### config.mk
export PLATFORM = sky130hd
export DESIGN_NAME = panel_ctrl
export DESIGN_NICKNAME = d
export VERILOG_FILES = /design/src/hw/panel_ctrl.v /design/src/hw/switch_debounce.v /design/src/hw/event_latch.v
export VERILOG_INCLUDE_DIRS = /design/src /design/src/hw
export SDC_FILE = /design/constraint.sdc
export NUM_CORES = 1
export LEC_CHECK = 0
export ABC_AREA = 1
export BUFFER_PORTS_ARGS = -buffer_cell sky130_fd_sc_hd__buf_2
export CAP_MARGIN = 20
export CORE_AREA = 2 2 103 105
export CTS_CLUSTER_SIZE = 25
export DETAILED_ROUTE_END_ITERATION = 10
export DIE_AREA = 0 0 105 107
export MAX_ROUTING_LAYER = met4
export PLACE_DENSITY_LB_ADDON = 0.25
export SLEW_MARGIN = 20
export SYNTH_ARGS = -nofsm -noshare
export SYNTH_HDL_FRONTEND = slang
export SYNTH_HIERARCHICAL = 1
export SYNTH_SLANG_ARGS = --single-unit
export TNS_END_PERCENT = 1
### constraint.sdc
create_clock -name clk_i -period 1.25 [get_ports clk_i]
set_input_delay 0.1875 -clock clk_i [delete_from_list [all_inputs] [get_ports clk_i]]
set_output_delay 0.1875 -clock clk_i [all_outputs]
set_load 0.02 [all_outputs]
### src/hw/panel_map.vh
// Purpose: constants for the front-panel control block
// Assumes: 20 MHz clock, Wishbone word addressing on byte offsets
// Notes:   included by the panel logic files
`ifndef PANEL_MAP_VH
`define PANEL_MAP_VH

// Register byte offsets
`define PNL_CTRL_OFF       4'h0
`define PNL_STAT_OFF       4'h4
`define PNL_ENA_OFF        4'h8
`define PNL_CLR_OFF        4'hC

// Control register fields
`define PNL_RST_EN_BIT     0
`define PNL_ABT_EN_BIT     1
`define PNL_FAIL_BIT       2
`define PNL_INHIBIT_BIT    3
`define PNL_CTRL_RESET     4'h5

// Event bits, shared by status, enable and clear
`define PNL_EV_RESET_BIT   0
`define PNL_EV_ABORT_BIT   1
`define PNL_EV_WDOG_BIT    2
`define PNL_EV_W           3

// Level read-back in status word
`define PNL_LVL_SYSCON_BIT 8
`define PNL_LVL_FAIL_BIT   9
`define PNL_LVL_ABTP_BIT   10

// Abort interrupt
`define PNL_ABORT_LEVEL    3'h7
`define PNL_ABORT_VECTOR   8'h40

// Debounce time in microseconds, clock in MHz
`define PNL_DEB_US         10000
`define PNL_CLK_MHZ        20
`define PNL_DEB_CYC        (`PNL_DEB_US * `PNL_CLK_MHZ)
`define PNL_DEB_W          18

// Reset pulse stretch
`define PNL_RSTOUT_CYC     8'h10

`endif

### src/hw/panel_ctrl.v
// Purpose: front-panel switch, lamp and backplane fail/reset logic
// Assumes: all inputs synchronous to clk_i; classic Wishbone slave
// Notes:
// Notes on behaviour
// Enabled reset press: local reset, plus system reset; logic drives system reset only when jumper fitted
// Debounced reset gated by software enable bit
// Remote reset contacts act like the button
// Debounced abort drives level seven interrupt
// Acknowledge cycle returns abort vector
// Abort ignored while its enable bit clear
// Fail lamp: fail flag or watchdog timeout
// Fail drives backplane fail unless inhibited
// Fail flag set at reset, software writable
// Status lamp lit while status pin low
// Cache-only running shows normal, not full, brightness
// Run lamp follows address strobe
// Controller lamp lit when system controller
// Jumper fitted enables system controller functions
// Operator avoids reset while non-controller runs cycles
// Stable-for-N debounce, one event per press
// Abort request held until acknowledged or cleared
//
// The address map and the Wishbone register port were left to the implementer.
`timescale 1ns/100ps
`include "panel_map.vh"

module panel_ctrl
#(
    parameter [`PNL_DEB_W-1:0] DEB_CYC = `PNL_DEB_CYC
)
(
    // Clock and reset
    input  wire        clk_i,
    input  wire        rst_i,
    // Wishbone slave
    input  wire        cyc_i,
    input  wire        stb_i,
    input  wire        we_i,
    input  wire [3:0]  adr_i,
    input  wire [3:0]  sel_i,
    input  wire [31:0] dat_i,
    output reg  [31:0] dat_o,
    output reg         ack_o,
    // Switches and jumper, active high when pressed or fitted
    input  wire        reset_pushbutton_i,
    input  wire        remote_reset_connector_i,
    input  wire        abort_pushbutton_i,
    input  wire        controller_select_jumper_i,
    // Processor side
    input  wire        status_n_i,
    input  wire        address_strobe_n_i,
    input  wire        cache_only_i,
    input  wire        iack_i,
    input  wire [2:0]  iack_level_i,
    input  wire        wdog_timeout_i,
    output reg         ipl7_req_o,
    output reg  [7:0]  iack_vector_o,
    output reg         iack_vector_oe_o,
    // Resets out
    output reg         local_reset_o,
    output reg         sys_reset_o,
    // Backplane fail, open drain, oe low drives low
    output wire        sysfail_o,
    output wire        sysfail_oe_n_o,
    // Lamps
    output reg         fail_lamp_o,
    output reg         status_lamp_o,
    output reg         status_bright_o,
    output reg         run_lamp_o,
    output reg         controller_lamp_o,
    // Interrupt
    output wire        irq_o
);

// Control register
reg  [3:0] ctrl_r;
reg  [`PNL_EV_W-1:0] ena_r;
wire rst_en       = ctrl_r[`PNL_RST_EN_BIT];
wire abt_en       = ctrl_r[`PNL_ABT_EN_BIT];
wire board_fail_flag = ctrl_r[`PNL_FAIL_BIT];
wire inhibit      = ctrl_r[`PNL_INHIBIT_BIT];

// Jumper is sampled each cycle, so a change takes effect one cycle later
reg        syscon_r;

// Debounced switches; only the press pulses are used here
wire rst_press;
wire rem_press;
wire abt_press;

switch_debounce #(.HOLD(DEB_CYC)) u_deb_reset
(
    .clk_i   (clk_i),
    .rst_i   (rst_i),
    .raw_i   (reset_pushbutton_i),
    .level_o (),
    .press_o (rst_press)
);

switch_debounce #(.HOLD(DEB_CYC)) u_deb_remote
(
    .clk_i   (clk_i),
    .rst_i   (rst_i),
    .raw_i   (remote_reset_connector_i),
    .level_o (),
    .press_o (rem_press)
);

switch_debounce #(.HOLD(DEB_CYC)) u_deb_abort
(
    .clk_i   (clk_i),
    .rst_i   (rst_i),
    .raw_i   (abort_pushbutton_i),
    .level_o (),
    .press_o (abt_press)
);

// Reset-out: stretched pulse so downstream logic sees a full reset
wire       any_reset_press = (rst_press | rem_press) & rst_en;
wire       rst_stretch;
reg  [7:0] rst_cnt_r;
reg  [7:0] rst_cnt_nxt;
reg        local_reset_nxt;
reg        sys_reset_nxt;

assign rst_stretch = (rst_cnt_r != 8'h00);

always @*
begin
    rst_cnt_nxt = rst_cnt_r;
    if (any_reset_press)
        rst_cnt_nxt = `PNL_RSTOUT_CYC;
    else if (rst_stretch)
        rst_cnt_nxt = rst_cnt_r - 8'h01;
    // Press cycle counts too, so the pulse is one longer than the count
    local_reset_nxt = any_reset_press | rst_stretch;
    // Backplane reset only while this board owns the backplane
    sys_reset_nxt   = local_reset_nxt & syscon_r;
end

always @(posedge clk_i)
begin
    if (rst_i)
    begin
        rst_cnt_r     <= 8'h00;
        local_reset_o <= 1'b0;
        sys_reset_o   <= 1'b0;
    end
    else
    begin
        rst_cnt_r     <= rst_cnt_nxt;
        local_reset_o <= local_reset_nxt;
        sys_reset_o   <= sys_reset_nxt;
    end
end

// Abort request, held pending until acknowledged or cleared
wire abort_ack = iack_i & (iack_level_i == `PNL_ABORT_LEVEL) & ipl7_req_o;
wire sw_clr_abort;
reg        ipl7_req_nxt;
reg        iack_vector_oe_nxt;
reg  [7:0] iack_vector_nxt;

always @*
begin
    ipl7_req_nxt = ipl7_req_o;
    // A press wins over a clear in the same cycle, so it is never lost
    if (abt_press & abt_en)
        ipl7_req_nxt = 1'b1;
    else if (abort_ack | sw_clr_abort | ~abt_en)
        ipl7_req_nxt = 1'b0;
    iack_vector_oe_nxt = abort_ack;
    iack_vector_nxt    = abort_ack ? `PNL_ABORT_VECTOR : 8'h00;
end

always @(posedge clk_i)
begin
    if (rst_i)
    begin
        ipl7_req_o       <= 1'b0;
        iack_vector_o    <= 8'h00;
        iack_vector_oe_o <= 1'b0;
    end
    else
    begin
        ipl7_req_o       <= ipl7_req_nxt;
        iack_vector_oe_o <= iack_vector_oe_nxt;
        iack_vector_o    <= iack_vector_nxt;
    end
end

// Events and interrupt
wire [`PNL_EV_W-1:0] ev_set;
wire [`PNL_EV_W-1:0] ev_clr;
wire [`PNL_EV_W-1:0] ev_stat;
reg                  wdog_d_r;

assign ev_set[`PNL_EV_RESET_BIT] = rst_press | rem_press;
assign ev_set[`PNL_EV_ABORT_BIT] = abt_press & abt_en;
assign ev_set[`PNL_EV_WDOG_BIT]  = wdog_timeout_i & ~wdog_d_r;

event_latch u_events
(
    .clk_i  (clk_i),
    .rst_i  (rst_i),
    .set_i  (ev_set),
    .clr_i  (ev_clr),
    .ena_i  (ena_r),
    .stat_o (ev_stat),
    .irq_o  (irq_o)
);

// Lamps and backplane fail
wire fail_cond = board_fail_flag | wdog_timeout_i;

assign sysfail_o      = 1'b0;
assign sysfail_oe_n_o = ~(fail_lamp_o & ~inhibit);

reg fail_lamp_nxt;
reg status_lamp_nxt;
reg status_bright_nxt;
reg run_lamp_nxt;
reg controller_lamp_nxt;

always @*
begin
    fail_lamp_nxt       = fail_cond;
    status_lamp_nxt     = ~status_n_i;
    // Full brightness only when halted, not while running from cache
    status_bright_nxt   = ~status_n_i & ~cache_only_i;
    run_lamp_nxt        = ~address_strobe_n_i;
    controller_lamp_nxt = controller_select_jumper_i;
end

always @(posedge clk_i)
begin
    if (rst_i)
    begin
        wdog_d_r          <= 1'b0;
        syscon_r          <= 1'b0;
        fail_lamp_o       <= 1'b1;
        status_lamp_o     <= 1'b0;
        status_bright_o   <= 1'b0;
        run_lamp_o        <= 1'b0;
        controller_lamp_o <= 1'b0;
    end
    else
    begin
        wdog_d_r          <= wdog_timeout_i;
        syscon_r          <= controller_select_jumper_i;
        fail_lamp_o       <= fail_lamp_nxt;
        status_lamp_o     <= status_lamp_nxt;
        status_bright_o   <= status_bright_nxt;
        run_lamp_o        <= run_lamp_nxt;
        controller_lamp_o <= controller_lamp_nxt;
    end
end

// Wishbone slave: one wait state, ack drops after one cycle
wire req   = cyc_i & stb_i & ~ack_o;
wire wr    = req & we_i & sel_i[0];
wire wr_ct = wr & (adr_i == `PNL_CTRL_OFF);
wire wr_en = wr & (adr_i == `PNL_ENA_OFF);
wire wr_cl = wr & (adr_i == `PNL_CLR_OFF);

assign ev_clr       = wr_cl ? dat_i[`PNL_EV_W-1:0] : {`PNL_EV_W{1'b0}};
assign sw_clr_abort = wr_cl & dat_i[`PNL_EV_ABORT_BIT];

reg [3:0]           ctrl_nxt;
reg [`PNL_EV_W-1:0] ena_nxt;

always @*
begin
    ctrl_nxt = ctrl_r;
    ena_nxt  = ena_r;
    // Fail flag is plain read-write, so software may set it again
    if (wr_ct)
        ctrl_nxt = dat_i[3:0];
    if (wr_en)
        ena_nxt = dat_i[`PNL_EV_W-1:0];
end

always @(posedge clk_i)
begin
    if (rst_i)
    begin
        ctrl_r <= `PNL_CTRL_RESET;
        ena_r  <= {`PNL_EV_W{1'b0}};
    end
    else
    begin
        ctrl_r <= ctrl_nxt;
        ena_r  <= ena_nxt;
    end
end

reg [31:0] rd_nxt;

always @*
begin
    rd_nxt = 32'h0000_0000;
    case (adr_i)
        `PNL_CTRL_OFF:
            rd_nxt[3:0] = ctrl_r;
        `PNL_STAT_OFF:
        begin
            rd_nxt[`PNL_EV_W-1:0]      = ev_stat;
            rd_nxt[`PNL_LVL_SYSCON_BIT] = syscon_r;
            rd_nxt[`PNL_LVL_FAIL_BIT]   = fail_lamp_o;
            rd_nxt[`PNL_LVL_ABTP_BIT]   = ipl7_req_o;
        end
        `PNL_ENA_OFF:
            rd_nxt[`PNL_EV_W-1:0] = ena_r;
        default:
            rd_nxt = 32'h0000_0000;
    endcase
end

// Read data only in the ack cycle, zero otherwise
wire        ack_nxt = req;
wire [31:0] dat_nxt = (req & ~we_i) ? rd_nxt : 32'h0000_0000;

always @(posedge clk_i)
begin
    if (rst_i)
    begin
        ack_o <= 1'b0;
        dat_o <= 32'h0000_0000;
    end
    else
    begin
        ack_o <= ack_nxt;
        dat_o <= dat_nxt;
    end
end

endmodule // panel_ctrl

### src/hw/switch_debounce.v
// Purpose: debounce one active-high switch input, one pulse per press
// Assumes: input synchronous to clk_i
// Notes:   level changes only after HOLD stable cycles
`timescale 1ns/100ps
`include "panel_map.vh"

module switch_debounce
#(
    parameter [`PNL_DEB_W-1:0] HOLD = `PNL_DEB_CYC
)
(
    // Clock and reset
    input  wire clk_i,
    input  wire rst_i,
    // Switch
    input  wire raw_i,
    // Cleaned outputs
    output wire level_o,
    output wire press_o
);

reg [`PNL_DEB_W-1:0] cnt_r;
reg                  level_r;
reg                  press_r;

always @(posedge clk_i)
begin
    if (rst_i)
    begin
        cnt_r   <= {`PNL_DEB_W{1'b0}};
        level_r <= 1'b0;
        press_r <= 1'b0;
    end
    else
    begin
        press_r <= 1'b0;
        if (raw_i == level_r)
            cnt_r <= {`PNL_DEB_W{1'b0}};
        else if (cnt_r >= HOLD - 1'b1)
        begin
            cnt_r   <= {`PNL_DEB_W{1'b0}};
            level_r <= raw_i;
            press_r <= raw_i;
        end
        else
            cnt_r <= cnt_r + 1'b1;
    end
end

assign level_o = level_r;
assign press_o = press_r;

endmodule // switch_debounce

### src/hw/event_latch.v
// Purpose: sticky event bits with enable mask and write-one clear
// Assumes: set and clear in the same cycle, set wins
// Notes:   irq_o is a level
`timescale 1ns/100ps
`include "panel_map.vh"

module event_latch
(
    // Clock and reset
    input  wire                 clk_i,
    input  wire                 rst_i,
    // Events and software
    input  wire [`PNL_EV_W-1:0] set_i,
    input  wire [`PNL_EV_W-1:0] clr_i,
    input  wire [`PNL_EV_W-1:0] ena_i,
    // State
    output wire [`PNL_EV_W-1:0] stat_o,
    output wire                 irq_o
);

reg [`PNL_EV_W-1:0] stat_r;

always @(posedge clk_i)
begin
    if (rst_i)
        stat_r <= {`PNL_EV_W{1'b0}};
    else
        stat_r <= (stat_r & ~clr_i) | set_i;
end

assign stat_o = stat_r;
assign irq_o  = |(stat_r & ena_i);

endmodule // event_latch

==> impl_metrics.toml, run 1 <==
[grt]
use_met2_pct = 33.5
grt_pass1_wl_um = 17000
grt_busiest_layer = "met2"
grt_max_degree = 19
gr-usage-all-layers_pct = 18.6
grt_antenna_before_repair = 0
met3_usage_pct = 3.71
grt_util_met1_pct = 21.4
grt_overflow_total = 0
first_global_vias = 4012

[critical_path]
timing.rr.end = "u_deb_reset/level_o$_SDFFE_PP0P_"
path_cells = "ha_4 > nand2_4 > nor2_4 > nand3_4 > nand3_2 > nand2_2 > a21oi_2"
cp.arrival_ns = 1.66
rrSetupSlack_ns = -0.11
cp_data_required_time_ns = 1.55
path_class = "reg2reg"
critPathLaunchType = "flip-flop"
reg2regPathDepth = 7
endpoint_kind = "flip-flop"
max_stage_delay_ns = 0.37
path_max_fanout = 6
r2r-start = "u_deb_reset/cnt_r[0]$_SDFF_PP0_"
critPathSlowestCell = "dfxtp_2"

[min_path]
holdPathEnd = "syscon_r$_SDFF_PP0_"
holdCritStartpoint = "controller_select_jumper_i"
whs_path_depth = 3
hp-class = "in2reg"

[synth]
ys_ff_latch = 96
syn_area_um2 = 4850
synth_cell_type_count = 35
yosysSeqAreaShare_pct = 39.6
netlist_instances = 652
syn_avg_cell_area_um2 = 7.45
yosys_warnings = 6

[die]
core_um2 = 10100
io_pins = 110
fp-row-count = 37
fp.dieH_um = 107
die_area_um2 = 11200
fp.dieW_um = 105
start_util_pct = 48.1

[cells_and_area]
final_nets = 838
area_growth_pct = 27.2
multi_input_area_um2 = 2750
antenna_cells = 0
drive_gt1_share_pct = 37.3
register_area_um2 = 1950
n_fill_cell = 897
fin_util_pct = 61.2
final_cells = 917

[cts]
htreeDepth = 3
clk_pin_slew_ns = 0.11
clock_latency_ns = 0.37
cts_tree = "yes"
cts_buffers = 9
clock_path_buffers = 2
cts_root_buffer = "clkbuf_8"
numClockSinks = 96

[detailed_routing]
drc_errors = 0
firstDrtPassIters = 5
antenna_left = 0
wl_per_cell_um = 11.0
routed_wl_um = 10100
avgViaCountPerCell = 4.71
vias = 4321
drt-initial-drc-count = 129

[timing]
rsz0062_at_grt = "true"
slew_headroom_pct = 66.6
whs_ns = 0.0200
tightest_slew_ns = 0.500
skew_ns = 0.0152
fin_crit_sh_pct = 109
setup_violations = 58
min_period_ns = 1.36
hold_violations = 0
postLayoutSetupSlackWorst_ns = -0.111
max_freq_mhz = 735
report.final.slew_viol_count = 0

[placed_design]
gp_congestion = 0.904
placed_cells = 884
port_buffers = 45
dp_hpwl_um = 7110

[status]
status = "finished with violations"
violations = "negative setup slack"

[job]
cap_violations = 0

[power]
cellPowerDensity_nw_per_um2 = 1100
leakagePower_nw = 2.74
peakVddDrop_mv = 0.772
==> report_power, final <==
group	leakage, nW	switching (mW)	internal, mW
clock	0.103	1.17	0.964
combinational	1.85	0.880	0.457
sequential	0.787	0.125	3.22
total	2.74	2.18	4.64
==> sequential cells by signal (all words and copies together), names as in the netlist, 3 cells and up <==
| signal | flops |
|---|---|
| u_deb_abort/cnt_r | 18 |
| u_deb_remote/cnt_r | 18 |
| u_deb_reset/cnt_r | 18 |
| rst_cnt_r | 8 |
| dat_o | 7 |
| ctrl_r | 4 |
| ena_r | 3 |
| u_events/stat_o | 3 |
==> routing by layer <==
layer,routed length [µm],vias to the layer above
li1,-,2247
met1,4520,1980
met2,5040,80
met3,377,14
met4,112,0
met5,0,-
==> cell usage in the layout (no fill, tap or decap), types with 16 or more instances in the layout <==
cell type	count
conb_1	33
nand2_2	16
nor2_1	70
inv_2	21
buf_4	61
inv_1	63
buf_2	44
a21oi_1	28
nand2_1	117
dfxtp_2	20
nor2_2	44
dfxtp_1	76
nand3_1	36
==> cell families after synthesis <==
family,Yosys count,synth area share (%)
adders and majority gates,5,1.29
xor gates and xnor gates,19,3.43
DFF,96,39.6
and+or+nand+nor,346,35.4
buffers and inverters,123,12.6
AOI/OAI and AO/OA,62,7.63
other,1,0.0772
==> through the flow <==
step,total power [mW],TNS [ns],setup WS (ns),cell area (µm²)
6_report,6.82,-2.59,-0.111,6180
5_1_grt,7.19,-7.10,-0.179,6180
4_1_cts,6.82,-2.63,-0.0762,6050
3_5_place_dp,4.65,-4.20,-0.126,5540
3_3_place_gp,4.58,-2.35,-0.0815,5540
2_1_floorplan,4.44,-0.0716,-0.00742,5010
==> worst max-delay path by stage <==
stage                                           start                           endpoint  depth (start not counted)
finish                u_deb_reset/cnt_r[0]$_SDFF_PP0_   u_deb_reset/level_o$_SDFFE_PP0P_                          7
global route          u_deb_reset/cnt_r[0]$_SDFF_PP0_   u_deb_reset/level_o$_SDFFE_PP0P_                          7
CTS                 u_deb_remote/cnt_r[13]$_SDFF_PP0_   u_deb_remote/cnt_r[2]$_SDFF_PP0_                          7
detailed placement   u_deb_reset/cnt_r[15]$_SDFF_PP0_    u_deb_reset/cnt_r[2]$_SDFF_PP0_                          7
global placement      u_deb_reset/cnt_r[1]$_SDFF_PP0_   u_deb_reset/cnt_r[16]$_SDFF_PP0_                          7
floorplan            u_deb_remote/cnt_r[0]$_SDFF_PP0_  u_deb_remote/cnt_r[12]$_SDFF_PP0_                          7
==> critical path, delay by kind of cell, from the launching register on <==
| kind | cells | cell delay (ns) |
|---|---|---|
| compound gates | 1 | 0.12 |
| flops | 1 | 0.37 |
| fa+ha+maj | 1 | 0.15 |
| simple gates | 5 | 0.67 |
==> cells in the mapped netlist, drive strengths merged <==
master | count | area (µm²)
o21ai | 17 | 88.8
o21bai | 3 | 22.5
xnor2 | 6 | 52.6
nand3 | 55 | 365
nor2 | 124 | 622
clkbuf | 1 | 3.75
nor3 | 14 | 80.1
buf | 37 | 289
o211ai | 2 | 15.0
or2 | 7 | 43.8
inv | 84 | 315
xor2 | 13 | 114
dfxtp | 96 | 1920
nand4 | 8 | 50.1
nand2 | 138 | 556
ha | 5 | 62.6
clkinv | 1 | 5.00
a21o | 3 | 22.5
o21a | 1 | 7.51
a21oi | 36 | 214
conb | 1 | 3.75
==> area by class of cell <==
| type | instances | area share [%] |
|---|---|---|
| Multi-Input combinational cell | 470 | 44.5 |
| Sequential cell | 96 | 31.5 |
| Tap cell | 136 | 2.75 |
| Clock buffer | 9 | 2.01 |
| Timing Repair Buffer | 114 | 12.7 |
| Inverter | 85 | 5.19 |
| Clock inverter | 7 | 1.36 |
==> timing repair <==
item,CTS,global route
endpoints found under the setup margin,57,67
pin swaps,22,12
cloned,5,0
setup buffers,7,1
gates resized for setup,39,43
hold buffers,4,0
hold endpoints to repair,3,0
(Power assumes the default switching activity.)
==> run 2: changes to the inputs <==
Settings changed: ABC_AREA 1 to default, CORE_AREA 2 2 103 105 to 2 2 101 103, DIE_AREA 0 0 105 107 to 0 0 103 105.
==> run 2 against run 1 <==
Compared with the run above:
- the run still ends with negative setup slack left
- final area shrank 0.45%
- clock power grew 14%
- highest routed layer unchanged
- core utilization grew 2.6 points
- area after synthesis shrank 6.9%
- maximum frequency shrank 14%
- sequential cell count is the same
- synthesized cell count shrank 23%
- cell count shrank 13%
- clock-buffer cell count grew 2
- sequential share of layout area grew 0.20 points
- critical path type unchanged
==> impl_metrics.toml, run 2 <==
[status]
violations = "negative setup slack"
status = "finished with violations"

[detailed_routing]
vias = 3916
drc_errors = 0
drt-initial-drc-count = 120
routed_wl_um = 9860
avgViaCountPerCell = 4.91
firstDrtPassIters = 4
antenna_left = 0
wl_per_cell_um = 12.4

[cts]
numClockSinks = 96
cts_root_buffer = "clkbuf_8"
htreeDepth = 3
clk_pin_slew_ns = 0.09
clock_latency_ns = 0.36
clock_path_buffers = 2
cts_tree = "yes"
cts_buffers = 9

[critical_path]
path_class = "reg2reg"
endpoint_kind = "flip-flop"
path_max_fanout = 3
cp.arrival_ns = 1.87
cp_data_required_time_ns = 1.54
timing.rr.end = "rst_cnt_r[6]$_SDFFE_PP0P_"
reg2regPathDepth = 5
rrSetupSlack_ns = -0.33
critPathLaunchType = "flip-flop"
r2r-start = "rst_cnt_r[1]$_SDFFE_PP0P_"

[cells_and_area]
final_nets = 722
reg.largest.list = "u_deb_abort/cnt_r: 18 flops, u_deb_remote/cnt_r: 18 flops, u_deb_reset/cnt_r: 18 flops"
drive_gt1_share_pct = 36.8
area_growth_pct = 36.0
antenna_cells = 0
final_common_cell = "buf_4"
final_cell_mix = "buf_4 (99), dfxtp_1 (77), nor2_1 (64)"

[synth]
async_flop_share_pct = 0
netlist_instances = 502
syn_area_um2 = 4520
yosys_warnings = 6
yosys_most_used_dff = "dfxtp_1"
syn_avg_cell_area_um2 = 9.01
synth_cell_type_count = 51
yosysMostFrequentCell = "dfxtp_1"
synth_edf_count = 0
synth.top_cell.area_share_pct = 42.5
synth_common_cells = "dfxtp_1 (96), nor2_1 (74), xnor2_1 (41), buf_4 (34)"
ys_top_cells_by_area = "dfxtp_1 (43%), xnor2_1 (7.9%), nor2_1 (6.1%), buf_4 (5.6%), mux2i_1 (3.3%)"
post-synth-top-area-cell = "dfxtp_1"
ys_ff_latch = 96
yosysSeqAreaShare_pct = 42.5

[timing]
report.final.slew_viol_count = 0
skew_ns = 0.0114
fin_crit_sh_pct = 126
max_freq_mhz = 633
min_period_ns = 1.58
hold_violations = 0
rsz0062_at_grt = "true"
whs_ns = 0.0444
setup_violations = 77
postLayoutSetupSlackWorst_ns = -0.329
fin_tns_setup_ns = -15.69

[job]
cap_violations = 0

[placed_design]
dp_hpwl_um = 7130
port_buffers = 45
gp_congestion = 0.878

[die]
die_area_um2 = 10800
fp-row-count = 36
fp.dieH_um = 105
core_um2 = 9640
io_pins = 110
fp.dieW_um = 103
start_util_pct = 46.9

[grt]
grt_pass1_wl_um = 16400
gr-usage-all-layers_pct = 19.3
grt_max_degree = 26
grt_antenna_before_repair = 0
first_global_vias = 3731
grt_overflow_total = 0

[power]
cellPowerDensity_nw_per_um2 = 1220
leakagePower_nw = 2.37
peakVddDrop_mv = 0.643

[min_path]
holdPathEnd = "fail_lamp_o$_SDFF_PP1_"
whs_path_depth = 2
hp-class = "in2reg"
holdCritStartpoint = "wdog_timeout_i"
[run 2: worst max path at each step]
stage,startpoint,endpoint,cells past startpoint
4_1_cts,rst_cnt_r[1]$_SDFFE_PP0P_,rst_cnt_r[6]$_SDFFE_PP0P_,5
6_report,rst_cnt_r[1]$_SDFFE_PP0P_,rst_cnt_r[6]$_SDFFE_PP0P_,5
3_3_place_gp,u_deb_reset/cnt_r[1]$_SDFF_PP0_,u_deb_reset/cnt_r[11]$_SDFF_PP0_,5
2_1_floorplan,u_deb_abort/cnt_r[1]$_SDFF_PP0_,u_deb_abort/cnt_r[0]$_SDFF_PP0_,6
3_5_place_dp,u_deb_remote/cnt_r[1]$_SDFF_PP0_,u_deb_remote/cnt_r[10]$_SDFF_PP0_,5
5_1_grt,u_deb_remote/cnt_r[1]$_SDFF_PP0_,u_deb_remote/cnt_r[16]$_SDFF_PP0_,6
[run 2: repair_timing]
item,CTS,global route
pin swaps,16,13
cloned,0,0
buffers inserted,7,0
hold buffers,4,0
setup endpoints to repair,77,84
gates resized for setup,22,40
hold endpoints to repair,3,0
[run 2: metal layers]
layer | global-route usage [%] | vias to the layer above | share of wire, % | wire length, µm
met3 | 3.55 | 18 | 4.1 | 409
li1 | - | 1970 | - | -
met4 | 8.65 | 0 | 2.0 | 201
met2 | 30.6 | 94 | 49 | 4790
met1 | 23.6 | 1834 | 45 | 4460
met5 | - | - | 0 | 0
[run 2: cell type report]
cell class,instances,area [µm²]
Timing Repair Buffer,156,1120
Sequential cell,96,1950
Clock buffer,11,141
Multi-Input combinational cell,368,2560
Inverter,29,109
Fill cell,796,3490
Clock inverter,5,104
Tap cell,133,166
[run 2: logic make-up (layout without fill, tap and decap cells)]
| group | after synthesis | after routing | synth area share, % |
|---|---|---|---|
| adder cells (fa/ha/maj) | 5 | 5 | 1.38 |
| XOR/XNOR | 44 | 44 | 8.52 |
| AND/OR/NAND/NOR | 229 | 229 | 27.6 |
| flip-flops | 96 | 96 | 42.5 |
| multiplexers | 15 | 15 | 3.32 |
| buffers and inverters | 70 | 201 | 9.13 |
| AO/OA/AOI/OAI | 42 | 42 | 7.44 |
| other | 1 | 33 | 0.0829 |
[run 2: critical path, cell delays in order (launching register included)]
cell and delay, ns:
dfxtp_2 0.33, inv_2 0.07, ha_4 0.14, or3b_4 0.38, or4b_1 0.46, a21oi_1 0.13
[run 2: through the flow]
step | instances | instance area (µm²) | util, % | worst slack (ns) | total power [mW]
floorplan | 534 | 4720 | - | -0.363 | 4.40
global placement | 771 | 5580 | 57.9 | -0.517 | 4.85
detailed placement | 771 | 5580 | 57.9 | -0.575 | 4.91
CTS | 798 | 6010 | 62.3 | -0.351 | 7.51
global route | 798 | 6150 | 63.8 | -0.388 | 7.85
finish | 798 | 6150 | 63.8 | -0.329 | 7.47
[run 2: power by group]
part           internal [mW]  switching, mW
combinational          0.895          0.826
sequential              3.21          0.114
clock                   1.38           1.04
==> run 3: changes to the inputs <==
Settings changed: CELL_PAD_IN_SITES_DETAIL_PLACEMENT from default to 0, CELL_PAD_IN_SITES_GLOBAL_PLACEMENT from default to 1, CORE_AREA 2 2 101 103 to 2 2 116 118, DIE_AREA 0 0 103 105 to 0 0 118 120.
==> run 3 against run 2 <==
Compared with the run above:
- hold slack got worse by 0.027 ns
- sequential power about the same
- largest power group unchanged
- the flow still finishes with violations (negative setup slack)
- sequential cell count unchanged
- largest cell class unchanged
- combinational power about the same
- clock power increased by 26%
- maximum frequency increased by 0.36%
- critical path type unchanged
==> impl_metrics.toml, run 3 (same netlist as run 2, synthesis figures left out) <==
[status]
status = "finished with violations"
violations = "negative setup slack"

[detailed_routing]
routed_wl_um = 9750
vias = 3862
wl_per_cell_um = 11.5
drt-initial-drc-count = 149
antenna_left = 0
drc_errors = 0
firstDrtPassIters = 4
avgViaCountPerCell = 4.55

[power]
p_comb_share_pct = 21.2
power.internal_mw = 6.04
seqPwrFrac_pct = 41.1
leakagePower_nw = 2.42
clkPwrFrac_pct = 37.8
peakVddDrop_mv = 0.888
power_switching_mw = 2.08
power_mw = 8.12
p_sw_share_pct = 25.6
cellPowerDensity_nw_per_um2 = 1280

[critical_path]
cp_data_required_time_ns = 1.53
path_class = "reg2reg"
timing.rr.end = "rst_cnt_r[6]$_SDFFE_PP0P_"
cp.arrival_ns = 1.85
critPathLaunchType = "flip-flop"
critPathSlowestCell = "or4b_4"
max_stage_delay_ns = 0.49
reg2regPathDepth = 5
path_delay_family = "simple AND/OR/NAND/NOR gates"
path_max_fanout = 3
rrSetupSlack_ns = -0.32
endpoint_kind = "flip-flop"
path_cells = "inv_2 > ha_4 > or3b_4 > or4b_4 > a21oi_2"
path_buf_inv = 1
r2r-start = "rst_cnt_r[1]$_SDFFE_PP0P_"
cp-startpoint = "rst_cnt_r[1]$_SDFFE_PP0P_"

[cells_and_area]
reg.largest.list = "u_deb_abort/cnt_r: 18 flops, u_deb_remote/cnt_r: 18 flops, u_deb_reset/cnt_r: 18 flops"
fin_util_pct = 48.9
register_area_um2 = 1950
drive_gt1_share_pct = 38.4
design_area_um2 = 6340
antenna_cells = 0
final_nets = 729
final_cell_mix = "buf_4 (109), dfxtp_1 (72), nor2_1 (71)"
final_common_cell = "buf_4"
n_fill_cell = 1234
area_growth_pct = 40.3
multi_input_area_um2 = 2570
final_cells = 848

[placed_design]
port_buffers = 45
pre_cts_slack_ns = -0.580
dp_hpwl_um = 7290
gp_congestion = 0.770
placed_cells = 823
postPlaceCellArea_um2 = 5690

[die]
fp.dieH_um = 120
fp-row-count = 42
core_um2 = 13000
io_pins = 110
die_area_um2 = 14200
start_util_pct = 34.8
fp.dieW_um = 118

[job]
cap_violations = 0

[grt]
grt_pass1_wl_um = 16900
gr-usage-all-layers_pct = 14.9
grt_antenna_before_repair = 0
grt_max_degree = 15
first_global_vias = 3788
grt_overflow_total = 0

[cts]
clock_latency_ns = 0.34
numClockSinks = 96
cts_root_buffer = "clkbuf_16"
clk_pin_slew_ns = 0.06
clock_path_buffers = 2
htreeDepth = 3
cts_tree = "yes"
cts_buffers = 9

[min_path]
holdPathEnd = "status_lamp_o$_SDFF_PP0_"
hp-class = "in2reg"
whs_path_depth = 2
holdCritStartpoint = "status_n_i"

[timing]
fin_crit_sh_pct = 126
min_period_ns = 1.57
rsz0062_at_grt = "true"
setup_violations = 73
fin_tns_setup_ns = -15.23
postLayoutSetupSlackWorst_ns = -0.323
hold_violations = 0
whs_ns = 0.0170
report.final.slew_viol_count = 0
skew_ns = 0.00624
max_freq_mhz = 636
run 3: power groups by stage:
| stage | sequential (mW) | clock, mW | combinational (mW) |
|---|---|---|---|
| 4_1_cts | 3.33 | 3.14 | 1.63 |
| 5_1_grt | 3.35 | 3.28 | 1.89 |
| 6_report | 3.33 | 3.07 | 1.72 |
| 3_5_place_dp | 3.39 | 0 | 1.53 |
| 3_3_place_gp | 3.39 | 0 | 1.50 |
| 2_1_floorplan | 3.45 | 0 | 0.955 |
run 3: cell type report:
cell class	count	share of cell area, %
Clock buffer	14	4.32
Inverter	29	1.72
Timing Repair Buffer	163	18.2
Sequential cell	96	30.8
Tap cell	176	3.47
Clock inverter	2	0.947
Multi-Input combinational cell	368	40.5
run 3: how the worst max path moves through the flow:
stage,endpoint,cells after the start
2_1_floorplan,u_deb_abort/cnt_r[0]$_SDFF_PP0_,6
3_3_place_gp,u_deb_remote/cnt_r[7]$_SDFF_PP0_,5
3_5_place_dp,u_deb_remote/cnt_r[7]$_SDFF_PP0_,5
4_1_cts,rst_cnt_r[6]$_SDFFE_PP0P_,5
5_1_grt,u_deb_reset/cnt_r[16]$_SDFF_PP0_,6
6_report,rst_cnt_r[6]$_SDFFE_PP0P_,5
run 3: layer usage:
layer | global-route usage [%] | up-vias | routed length, µm
li1 | - | 1985 | -
met1 | 17.2 | 1793 | 4400
met2 | 25.9 | 71 | 4890
met3 | 2.14 | 13 | 296
met4 | 6.25 | 0 | 170
met5 | - | - | 0
run 3: timing repair:
item | 4_1_cts | 5_1_grt
buffers inserted | 7 | 0
gates cloned | 0 | 0
hold buffers | 2 | 0
gates resized for setup | 34 | 33
endpoints found under the setup margin | 73 | 81
hold endpoints to repair | 2 | 0
pin swaps | 21 | 10
